--- src/include/pbq_pkg.sv ---
// Shared constants, carrier structs and state codes for the packet buffer queue manager
package pbq_pkg;
  localparam int PNW = 4;
  localparam int N_PKT = 16;
  localparam int PGW = 4;
  localparam int MAX_PKT_PAGES = 8;
  localparam int WORD_SHIFT = 6;
  localparam int PAGE_SHIFT = 8;
  localparam int PAGE_BYTES = 256;
  localparam int OFFW = 9;
  localparam int ADDRW = PNW + OFFW;
  localparam int DATAW = 32;
  localparam int BCW = 12;
  localparam int STATW = 16;
  localparam int FREEW = 7;
  localparam int MEM_PAGES = 64;
  localparam int RXF_DEPTH = 32;
  localparam logic [FREEW-1:0] FREE_RST = 7'h40;
  localparam logic [OFFW-1:0] STAT_OFF = 9'h000;
  localparam logic [OFFW-1:0] COUNT_OFF = 9'h001;
  localparam logic [OFFW:0] DATA_START = 10'h002;

  // Host command strobes, one cycle each
  typedef struct packed {
    logic alloc;
    logic enqueue;
    logic release_pkt;
    logic rx_pop;
    logic tx_ack;
    logic [BCW-1:0] alloc_bytes;
  } pbq_cmd_t;

  // Completion report from the transmit engine
  typedef struct packed {
    logic valid;
    logic fatal;
    logic [STATW-1:0] status;
  } pbq_txdone_t;

  // End of frame report from the receive engine
  typedef struct packed {
    logic valid;
    logic crc_ok;
    logic [STATW-1:0] status;
    logic [BCW-1:0] bytes;
  } pbq_rxend_t;

  typedef enum logic [2:0] {
    RX_IDLE = 3'h0,
    RX_RECV = 3'h1,
    RX_DRAIN = 3'h2,
    RX_WSTAT = 3'h3,
    RX_WCNT = 3'h4,
    RX_DROP = 3'h5
  } pbq_rxst_t;
endpackage
--- src/hdl/pbq_top.sv ---
// Packet buffer queue manager: page accounting, packet queues and receive data path
//
// Summary of operation
// - Host allocate reserves memory, sets done flag
// - Enqueue pushes selected packet onto transmit queue
// - Transmit starts only when enabled and deferral allows
// - Status written to word zero in the same cycle as the completion queue push
// - Transmit done while completion queue non-empty
// - Completion queue head readable in done order
// - Acknowledge pops completion queue head
// - Release frees selected packet pages and number
// - Receive allocates a packet, grows page by page
// - Sequential receive offsets map to physical addresses
// - Overrun drops frame and frees its memory
// - Status word zero, byte count word one
// - Good CRC pushes receive queue, pending flag
// - Bad CRC frees packet, no receive interrupt
// - Receive interrupt: queue non-empty and enabled
// - Receive pop removes head and frees it
// - Free at or below reserve blocks receive allocation
// - Frames in progress finish despite raised reserve
// - Transmit queue empty flag tracks queue
// - Auto release frees good packets, skips completion
// - Auto release fatal error stops, raises done
// - Done flag is inverse of completion empty
`timescale 1ns/1ps

////////////////////////////////////////////////////////////////////////////////
module pbq_fifo #(
  parameter int WIDTH = 32,
  parameter int DEPTH = 32,
  parameter int AW = $clog2(DEPTH),
  parameter int CW = $clog2(DEPTH + 1)
) (
  input wire logic clk,
  input wire logic rst,
  input wire logic ce,
  input wire logic clr,
  input wire logic in_valid,
  output logic in_ready,
  input wire logic [WIDTH-1:0] in_data,
  output logic out_valid,
  input wire logic out_ready,
  output logic [WIDTH-1:0] out_data,
  output logic [CW-1:0] count
);
  typedef struct packed {
    logic [DEPTH-1:0][WIDTH-1:0] mem;
    logic [AW-1:0] wp;
    logic [AW-1:0] rp;
    logic [CW-1:0] cnt;
  } pbq_fst_t;

  pbq_fst_t f_reg;
  pbq_fst_t f_next;
  logic push;
  logic pop;

  assign in_ready = f_reg.cnt != CW'(DEPTH);
  assign out_valid = f_reg.cnt != '0;
  assign out_data = f_reg.mem[f_reg.rp];
  assign count = f_reg.cnt;
  assign push = in_valid && in_ready;
  assign pop = out_valid && out_ready;

  always_comb begin
    f_next = f_reg;
    if (push) begin
      f_next.mem[f_reg.wp] = in_data;
      f_next.wp = AW'(f_reg.wp + 1'b1);
    end
    if (pop) begin
      f_next.rp = AW'(f_reg.rp + 1'b1);
    end
    if (push && !pop) begin
      f_next.cnt = CW'(f_reg.cnt + 1'b1);
    end else if (pop && !push) begin
      f_next.cnt = CW'(f_reg.cnt - 1'b1);
    end
    if (clr) begin
      f_next.wp = '0;
      f_next.rp = '0;
      f_next.cnt = '0;
    end
  end

  always_ff @(posedge clk) begin
    if (rst) begin
      f_reg <= '0;
    end else if (ce) begin
      f_reg <= f_next;
    end
  end
endmodule

////////////////////////////////////////////////////////////////////////////////
module pbq_top
  import pbq_pkg::*;
#(
  parameter int RX_FIFO_DEPTH = RXF_DEPTH
) (
  input wire logic CLK_SYS,
  input wire logic RESET,
  input wire logic CE,
  input wire pbq_cmd_t HOST_CMD,
  input wire logic [PNW-1:0] PACKET_NUMBER_SELECT,
  input wire logic TRANSMIT_ENABLE_BIT,
  input wire logic RECEIVE_ENABLE_BIT,
  input wire logic AUTO_RELEASE,
  input wire logic RX_INT_ENABLE,
  input wire logic [FREEW-1:0] RESERVED_PAGES,
  input wire logic TX_DEFER_OK,
  input wire pbq_txdone_t TX_DONE,
  input wire logic RX_FRAME_START,
  input wire logic RX_DATA_VALID,
  input wire logic [DATAW-1:0] RX_DATA,
  output logic RX_DATA_READY,
  input wire pbq_rxend_t RX_END,
  output logic ALLOCATION_DONE_FLAG,
  output logic [PNW-1:0] ALLOC_RESULT,
  output logic TX_START,
  output logic [PNW-1:0] TX_PKT,
  output logic TX_STOPPED,
  output logic TX_QUEUE_EMPTY,
  output logic TX_DONE_FLAG,
  output logic COMPLETION_QUEUE_EMPTY,
  output logic [PNW-1:0] TX_DONE_PKT,
  output logic RX_PENDING_FLAG,
  output logic [PNW-1:0] RX_HEAD_PKT,
  output logic RX_INT,
  output logic [FREEW-1:0] FREE_PAGES,
  output logic [FREEW-1:0] MEM_SIZE_PAGES,
  output logic MEM_WE,
  output logic [ADDRW-1:0] MEM_ADDR,
  output logic [DATAW-1:0] MEM_WDATA
);
  localparam int QCW = $clog2(N_PKT + 1);

  typedef struct packed {
    logic [N_PKT-1:0] used;
    logic [N_PKT-1:0][PGW-1:0] pages;
    logic [FREEW-1:0] free;
    logic alloc_pend;
    logic [PGW-1:0] alloc_need;
    logic alloc_done;
    logic [PNW-1:0] alloc_pkt;
    logic tx_busy;
    logic [PNW-1:0] tx_pkt;
    logic tx_start;
    logic tx_stop;
    logic tx_wr_pend;
    logic [STATW-1:0] tx_wr_stat;
    logic [PNW-1:0] tx_wr_pkt;
    pbq_rxst_t rx_st;
    logic [PNW-1:0] rx_pkt;
    logic [OFFW:0] rx_off;
    logic [STATW-1:0] rx_stat;
    logic [BCW-1:0] rx_bytes;
    logic rx_crc;
    logic rx_flush;
    logic mem_we;
    logic [ADDRW-1:0] mem_addr;
    logic [DATAW-1:0] mem_wdata;
  } pbq_state_t;

  localparam pbq_state_t ST_RST = '{free: FREE_RST, rx_st: RX_IDLE, default: '0};

  pbq_state_t s_reg;
  pbq_state_t s_next;
  logic tq_in_ready, tq_valid, tq_pop;
  logic [PNW-1:0] tq_head;
  logic cq_push, cq_valid, cq_pop;
  logic [QCW-1:0] cq_count;
  logic rq_push, rq_valid, rq_pop;
  logic rxf_in_valid, rxf_in_ready, rxf_valid, rxf_pop;
  logic [DATAW-1:0] rxf_data;

  // Lowest unused packet number, with a found bit on top
  function automatic logic [PNW:0] first_free(input logic [N_PKT-1:0] u);
    logic [PNW:0] r;
    r = '0;
    for (int i = N_PKT - 1; i >= 0; i--) begin
      if (!u[i]) begin
        r = {1'b1, PNW'(i)};
      end
    end
    return r;
  endfunction

  // Return a packet's pages and number to the pool
  function automatic pbq_state_t rel_pkt(input pbq_state_t x, input logic [PNW-1:0] p);
    pbq_state_t y;
    y = x;
    if (x.used[p]) begin
      y.used[p] = 1'b0;
      y.free = FREEW'(x.free + FREEW'(x.pages[p]));
      y.pages[p] = '0;
    end
    return y;
  endfunction

  ////////////////////////////////////////////////////////////////////////////
  // Packet number queues and receive data buffer
  // Enqueue into transmit queue
  pbq_fifo #(.WIDTH(PNW), .DEPTH(N_PKT)) u_txq (
    .clk(CLK_SYS), .rst(RESET), .ce(CE), .clr(1'b0),
    .in_valid(HOST_CMD.enqueue), .in_ready(tq_in_ready), .in_data(PACKET_NUMBER_SELECT),
    .out_valid(tq_valid), .out_ready(tq_pop), .out_data(tq_head), .count()
  );
  pbq_fifo #(.WIDTH(PNW), .DEPTH(N_PKT)) u_cq (
    .clk(CLK_SYS), .rst(RESET), .ce(CE), .clr(1'b0),
    .in_valid(cq_push), .in_ready(), .in_data(s_reg.tx_wr_pkt),
    .out_valid(cq_valid), .out_ready(cq_pop), .out_data(TX_DONE_PKT), .count(cq_count)
  );
  pbq_fifo #(.WIDTH(PNW), .DEPTH(N_PKT)) u_rq (
    .clk(CLK_SYS), .rst(RESET), .ce(CE), .clr(1'b0),
    .in_valid(rq_push), .in_ready(), .in_data(s_reg.rx_pkt),
    .out_valid(rq_valid), .out_ready(rq_pop), .out_data(RX_HEAD_PKT), .count()
  );
  pbq_fifo #(.WIDTH(DATAW), .DEPTH(RX_FIFO_DEPTH)) u_rxf (
    .clk(CLK_SYS), .rst(RESET), .ce(CE), .clr(s_reg.rx_flush),
    .in_valid(rxf_in_valid), .in_ready(rxf_in_ready), .in_data(RX_DATA),
    .out_valid(rxf_valid), .out_ready(rxf_pop), .out_data(rxf_data), .count()
  );

  assign rxf_in_valid = RX_DATA_VALID && s_reg.rx_st == RX_RECV;
  assign RX_DATA_READY = (s_reg.rx_st == RX_RECV) ? rxf_in_ready :
                         (s_reg.rx_st == RX_IDLE || s_reg.rx_st == RX_DROP);

  ////////////////////////////////////////////////////////////////////////////
  // Next state
  always_comb begin
    logic [PNW:0] ff;
    logic [BCW:0] bsum;
    logic [BCW-PAGE_SHIFT:0] pg;
    logic mem_busy;
    logic drain;
    s_next = s_reg;
    ff = '0;
    bsum = '0;
    pg = '0;
    mem_busy = 1'b0;
    drain = 1'b0;
    tq_pop = 1'b0;
    cq_push = 1'b0;
    cq_pop = 1'b0;
    rq_push = 1'b0;
    rq_pop = 1'b0;
    rxf_pop = 1'b0;
    s_next.mem_we = 1'b0;
    s_next.tx_start = 1'b0;
    s_next.rx_flush = 1'b0;
    if (HOST_CMD.alloc) begin
      bsum = {1'b0, HOST_CMD.alloc_bytes} + (BCW + 1)'(PAGE_BYTES - 1);
      pg = bsum[BCW:PAGE_SHIFT];
      if (pg == '0) begin
        pg = (BCW - PAGE_SHIFT + 1)'(1);
      end else if (pg > (BCW - PAGE_SHIFT + 1)'(MAX_PKT_PAGES)) begin
        pg = (BCW - PAGE_SHIFT + 1)'(MAX_PKT_PAGES);
      end
      s_next.alloc_pend = 1'b1;
      s_next.alloc_done = 1'b0;
      s_next.alloc_need = PGW'(pg);
    end else if (s_reg.alloc_pend) begin
      ff = first_free(s_next.used);
      if (ff[PNW] && s_next.free >= FREEW'(s_reg.alloc_need)) begin
        s_next.used[ff[PNW-1:0]] = 1'b1;
        s_next.pages[ff[PNW-1:0]] = s_reg.alloc_need;
        s_next.free = FREEW'(s_next.free - FREEW'(s_reg.alloc_need));
        s_next.alloc_pend = 1'b0;
        s_next.alloc_done = 1'b1;
        s_next.alloc_pkt = ff[PNW-1:0];
      end
    end
    if (HOST_CMD.release_pkt) begin
      s_next = rel_pkt(s_next, PACKET_NUMBER_SELECT);
    end
    // Pop receive head and free it
    if (HOST_CMD.rx_pop && rq_valid) begin
      rq_pop = 1'b1;
      s_next = rel_pkt(s_next, RX_HEAD_PKT);
    end
    cq_pop = HOST_CMD.tx_ack && cq_valid;
    // Stopped transmit resumes after enable drops
    if (s_reg.tx_stop && !TRANSMIT_ENABLE_BIT) begin
      s_next.tx_stop = 1'b0;
    end
    if (!s_reg.tx_busy && !s_reg.tx_stop && tq_valid && TRANSMIT_ENABLE_BIT && TX_DEFER_OK) begin
      tq_pop = 1'b1;
      s_next.tx_busy = 1'b1;
      s_next.tx_pkt = tq_head;
      s_next.tx_start = 1'b1;
    end
    if (s_reg.tx_busy && TX_DONE.valid) begin
      s_next.tx_busy = 1'b0;
      if (AUTO_RELEASE && !TX_DONE.fatal) begin
        // Good packet freed without completion entry
        s_next = rel_pkt(s_next, s_reg.tx_pkt);
      end else begin
        s_next.tx_wr_pend = 1'b1;
        s_next.tx_wr_stat = TX_DONE.status;
        s_next.tx_wr_pkt = s_reg.tx_pkt;
        // Fatal error under auto release halts
        s_next.tx_stop = AUTO_RELEASE;
      end
    end
    // Status to word zero and completion queue push in the same cycle
    if (s_reg.tx_wr_pend) begin
      mem_busy = 1'b1;
      cq_push = 1'b1;
      s_next.tx_wr_pend = 1'b0;
      s_next.mem_we = 1'b1;
      s_next.mem_addr = {s_reg.tx_wr_pkt, STAT_OFF};
      s_next.mem_wdata = DATAW'(s_reg.tx_wr_stat);
    end
    case (s_reg.rx_st)
      RX_IDLE: begin
        if (RX_FRAME_START && RECEIVE_ENABLE_BIT) begin
          ff = first_free(s_next.used);
          // New frame needs free memory above reserve
          if (ff[PNW] && s_next.free > RESERVED_PAGES) begin
            s_next.used[ff[PNW-1:0]] = 1'b1;
            s_next.pages[ff[PNW-1:0]] = PGW'(1);
            s_next.free = FREEW'(s_next.free - 1'b1);
            s_next.rx_pkt = ff[PNW-1:0];
            s_next.rx_off = DATA_START;
            s_next.rx_st = RX_RECV;
          end else begin
            s_next.rx_st = RX_DROP;
          end
        end
      end
      RX_RECV: begin
        drain = 1'b1;
        if (RX_END.valid) begin
          s_next.rx_stat = RX_END.status;
          s_next.rx_bytes = RX_END.bytes;
          s_next.rx_crc = RX_END.crc_ok;
          s_next.rx_st = RX_DRAIN;
        end
      end
      RX_DRAIN: begin
        drain = 1'b1;
        if (!rxf_valid) begin
          s_next.rx_st = RX_WSTAT;
        end
      end
      RX_WSTAT: begin
        if (!mem_busy) begin
          s_next.mem_we = 1'b1;
          s_next.mem_addr = {s_reg.rx_pkt, STAT_OFF};
          s_next.mem_wdata = DATAW'(s_reg.rx_stat);
          s_next.rx_st = RX_WCNT;
        end
      end
      RX_WCNT: begin
        if (!mem_busy) begin
          s_next.mem_we = 1'b1;
          s_next.mem_addr = {s_reg.rx_pkt, COUNT_OFF};
          s_next.mem_wdata = DATAW'(s_reg.rx_bytes);
          s_next.rx_st = RX_IDLE;
          if (s_reg.rx_crc) begin
            rq_push = 1'b1;
          end else begin
            s_next = rel_pkt(s_next, s_reg.rx_pkt);
          end
        end
      end
      RX_DROP: begin
        if (RX_END.valid) begin
          s_next.rx_st = RX_IDLE;
        end
      end
      default: begin
        s_next.rx_st = RX_IDLE;
      end
    endcase
    if (drain && !mem_busy && rxf_valid) begin
      if ({1'b0, s_reg.rx_off[OFFW:WORD_SHIFT]} >= s_next.pages[s_reg.rx_pkt]) begin
        // Frames in progress ignore the reserve
        if (s_next.pages[s_reg.rx_pkt] != PGW'(MAX_PKT_PAGES) && s_next.free != '0) begin
          s_next.pages[s_reg.rx_pkt] = PGW'(s_next.pages[s_reg.rx_pkt] + 1'b1);
          s_next.free = FREEW'(s_next.free - 1'b1);
        end else begin
          // Overrun drops frame and its memory
          s_next = rel_pkt(s_next, s_reg.rx_pkt);
          s_next.rx_flush = 1'b1;
          s_next.rx_st = (s_reg.rx_st == RX_RECV && !RX_END.valid) ? RX_DROP : RX_IDLE;
        end
      end
      if (!s_next.rx_flush) begin
        rxf_pop = 1'b1;
        s_next.mem_we = 1'b1;
        s_next.mem_addr = {s_reg.rx_pkt, s_reg.rx_off[OFFW-1:0]};
        s_next.mem_wdata = rxf_data;
        s_next.rx_off = (OFFW + 1)'(s_reg.rx_off + 1'b1);
      end
    end
  end

  always_ff @(posedge CLK_SYS) begin
    if (RESET) begin
      s_reg <= ST_RST;
    end else if (CE) begin
      s_reg <= s_next;
    end
  end

  ////////////////////////////////////////////////////////////////////////////
  // Outputs
  assign ALLOCATION_DONE_FLAG = s_reg.alloc_done;
  assign ALLOC_RESULT = s_reg.alloc_pkt;
  assign TX_START = s_reg.tx_start;
  assign TX_PKT = s_reg.tx_pkt;
  assign TX_STOPPED = s_reg.tx_stop;
  assign TX_QUEUE_EMPTY = !tq_valid;
  // Done flag inverse of completion empty
  assign COMPLETION_QUEUE_EMPTY = !cq_valid;
  assign TX_DONE_FLAG = cq_valid;
  assign RX_PENDING_FLAG = rq_valid;
  assign RX_INT = rq_valid && RX_INT_ENABLE;
  assign FREE_PAGES = s_reg.free;
  assign MEM_SIZE_PAGES = FREEW'(MEM_PAGES);
  assign MEM_WE = s_reg.mem_we;
  assign MEM_ADDR = s_reg.mem_addr;
  assign MEM_WDATA = s_reg.mem_wdata;
endmodule

--- config.mk ---
export PLATFORM = sky130hd
export DESIGN_NAME = pbq_top
export DESIGN_NICKNAME = d
export VERILOG_FILES = /design/src/include/pbq_pkg.sv /design/src/hdl/pbq_top.sv
export SDC_FILE = /design/constraint.sdc
export NUM_CORES = 2
export LEC_CHECK = 0
export BUFFER_PORTS_ARGS = -buffer_cell sky130_fd_sc_hd__clkbuf_2
export CORE_UTILIZATION = 60
export DETAILED_ROUTE_END_ITERATION = 8
export PLACE_DENSITY = 0.86
export SLEW_MARGIN = 5
export SYNTH_ARGS = -nofsm -noshare
export SYNTH_HDL_FRONTEND = slang
export SYNTH_SLANG_ARGS = --single-unit
--- constraint.sdc ---
create_clock -name CLK_SYS -period 20.3 [get_ports CLK_SYS]
set_input_delay 6.09 -clock CLK_SYS [delete_from_list [all_inputs] [get_ports CLK_SYS]]
set_output_delay 6.09 -clock CLK_SYS [all_outputs]
set_load 0.01 [all_outputs]
==> flow_metrics.py <==
metrics = {
    "route": {
        "drc_errors": 0,
        "via_count": 72700,
        "first_pass_iters": 9,
        "detail_route.wl_per_cell_microns": 28.0,
        "viasPerCell": 6.88,
        "ant_nets": 0,
        "drtIter0Drc": 11600,
        "wl_microns": 296000,
    },
    "sta": {
        "fin_crit_sh_pct": 90.4,
        "period_needed_ns": 18.36,
        "finalMaxSlewViolations": 1,
        "tightest_slew_ns": 1.50,
        "slew_headroom_pct": -0.526,
        "hold_violations": 0,
        "tns_ns": 0,
        "whs_ns": 0.453,
        "timing.final.ws_setup_ns": 1.94,
        "fin_skew_ns": 0.0491,
        "setup_viol": 0,
        "rsz0062_at_grt": "false",
        "fmax_mhz": 54.5,
    },
    "global_routing": {
        "grt_pass1_vias": 70100,
        "antenna_found_initial": 15,
        "grt_pass1_wl_microns": 435000,
        "grt_usage_pct": 45.7,
        "grt_start_max_net_pins": 248,
        "grt-ovfl-total": 0,
    },
    "layout": {
        "post-route-util_pct": 66.3,
        "area_delta_synth_final_pct": 8.95,
        "largest_register_ffs": 1034,
        "fin_cells": 10600,
        "design_area_sq_um": 81200,
        "layout-drive-gt1-share_pct": 13.5,
        "layout.nets": 9001,
    },
    "run_status": {
        "status": "finished with violations",
        "violations": "capacitance limit, slew limit",
    },
    "floorplan": {
        "ios": 203,
        "start_util_pct": 60.9,
        "core-area_sq_um": 123000,
        "placementRows": 128,
        "die_h_microns": 355,
        "dieArea_sq_um": 126000,
        "die_x_microns": 355,
    },
    "clock_network": {
        "clk_root_buffer_cell": "clkbuf_16",
        "clk_pin_slew_worst_paths_ns": 0.06,
        "cts_tree": "yes",
        "cts_setup_buffers": 0,
        "cts.htree.levels": 4,
        "cts-resized-gates": 0,
        "cts_sinks": 1489,
        "clk_latency_ns": 0.83,
        "cts_buffers": 153,
        "holdBufCountCts": 0,
        "clockBufferDepth": 3,
    },
    "power": {
        "ir_drop_v": 0.0000974,
        "p_leak_nw": 26.3,
        "p_total_mw": 6.61,
        "power_density_nw_per_um2": 81.3,
    },
    "worst_setup_path": {
        "cp_max_fo": 7,
        "arrival_ns": 19.06,
        "cp-end-kind": "register",
        "worstSetupPathType": "input pin to register",
        "cp.required_ns": 21.00,
        "cp-start-kind": "input pin",
        "max_stage_delay_ns": 0.62,
        "slowest_stage": "nor2_1",
    },
    "logic_synthesis": {
        "synth_area_leaders": "dfxtp_1 (40%), nand2_1 (13%), mux4_2 (12%)",
        "syn_area_per_cell_sq_um": 8.21,
        "ys_dominant_reg_cell": "dfxtp_1",
        "synthCells": 9081,
        "ys_seq_elements": 1489,
        "synth_most_common_cell": "nand2_1",
        "synth_edf_count": 0,
        "netlist_area_sq_um": 74600,
        "synthDistinctLibCells": 115,
        "synth_common_cells": "nand2_1 (2,607), dfxtp_1 (1,489), a21oi_1 (1,369)",
        "ys_warn_count": 0,
        "synth_top_area_cell": "dfxtp_1",
        "async_flop_share_pct": 0,
        "synth_top_area_share_pct": 40.0,
        "seq_area_frac_synth_pct": 40.0,
    },
    "flow_run": {
        "cap_viol_max_count": 1,
    },
    "placed_design": {
        "post-dp-hpwl_microns": 194000,
        "dp_slack_ns": 1.62,
        "numPortBuffers": 195,
        "placed_area_sq_um": 76000,
        "gp_congestion": 1.12,
        "place_inst": 10300,
    },
    "hold_path": {
        "hold_path_class": "register to register",
    },
}
## power breakdown
part | switching, mW | internal (mW) | total, mW
logic | 0.443 | 0.216 | 0.660
registers | 0.0499 | 2.95 | 3.00
clock network | 1.27 | 1.68 | 2.95
## worst max-delay path, delay by kind of cell
kind / cells / cell delay (ns)
muxes: 4 / 1.51
AOI/OAI and AO/OA: 17 / 3.30
and+or+nand+nor: 18 / 4.55
adders and majority gates: 7 / 2.12
xor gates and xnor gates: 2 / 0.55
buffers and inverters: 7 / 0.92
## worst paths after layout
kind | start | to | slack [ns] | cells after the start
worst min register to register | u_rxf.f_reg[711] | u_rxf.f_reg[711] | 0.45 | 2
worst max register to register | s_reg[129] | u_rxf.count[5] | 5.37 | 57
worst min-delay path | u_rxf.f_reg[711] | u_rxf.f_reg[711] | 0.45 | 2
worst max-delay path | HOST_CMD[16] | u_rxf.count[5] | 1.94 | 55
## placed cells by master, fill, tap and decap left out, drive strengths merged, types with 108 or more instances in the layout
cell type  count
clkbuf       417
nor3         134
mux2i        174
dfxtp       1489
nor2         492
mux4         400
a21oi       1372
nand3        133
o21ai        292
nand2       2608
inv          108
buf          204
## logic make-up (layout without fill, tap and decap cells)
family / Yosys count / count (layout) / synth area share, %
simple gates: 3672 / 3672 / 20.3
other cells: 2 / 15 / 0.0101
buf+inv: 945 / 784 / 5.21
flops: 1489 / 1489 / 40.0
xor+xnor: 72 / 72 / 0.846
mux: 599 / 599 / 14.8
fa+ha+maj: 85 / 85 / 1.53
compound gates: 2217 / 2217 / 17.3
## routing by layer
metal | part of all wire, % | GRT usage, % | vias up
met5 | 0.023 | 0 | -
met1 | 35 | 55.2 | 34400
met4 | 8.2 | 32.8 | 10
met2 | 44 | 69.9 | 5722
li1 | - | - | 31000
met3 | 13 | 13.4 | 1520
## area by class of cell
class	instances	area (sq um)
Clock buffer	224	4440
Timing Repair Buffer	397	2550
Sequential cell	1489	29800
Clock inverter	58	803
Fill cell	9520	41300
Inverter	105	394
Multi-Input combinational cell	6652	41200
Antenna cell	8	20.0
Tap cell	1625	2030
No activity file was read; power rests on OpenSTA's default activity.
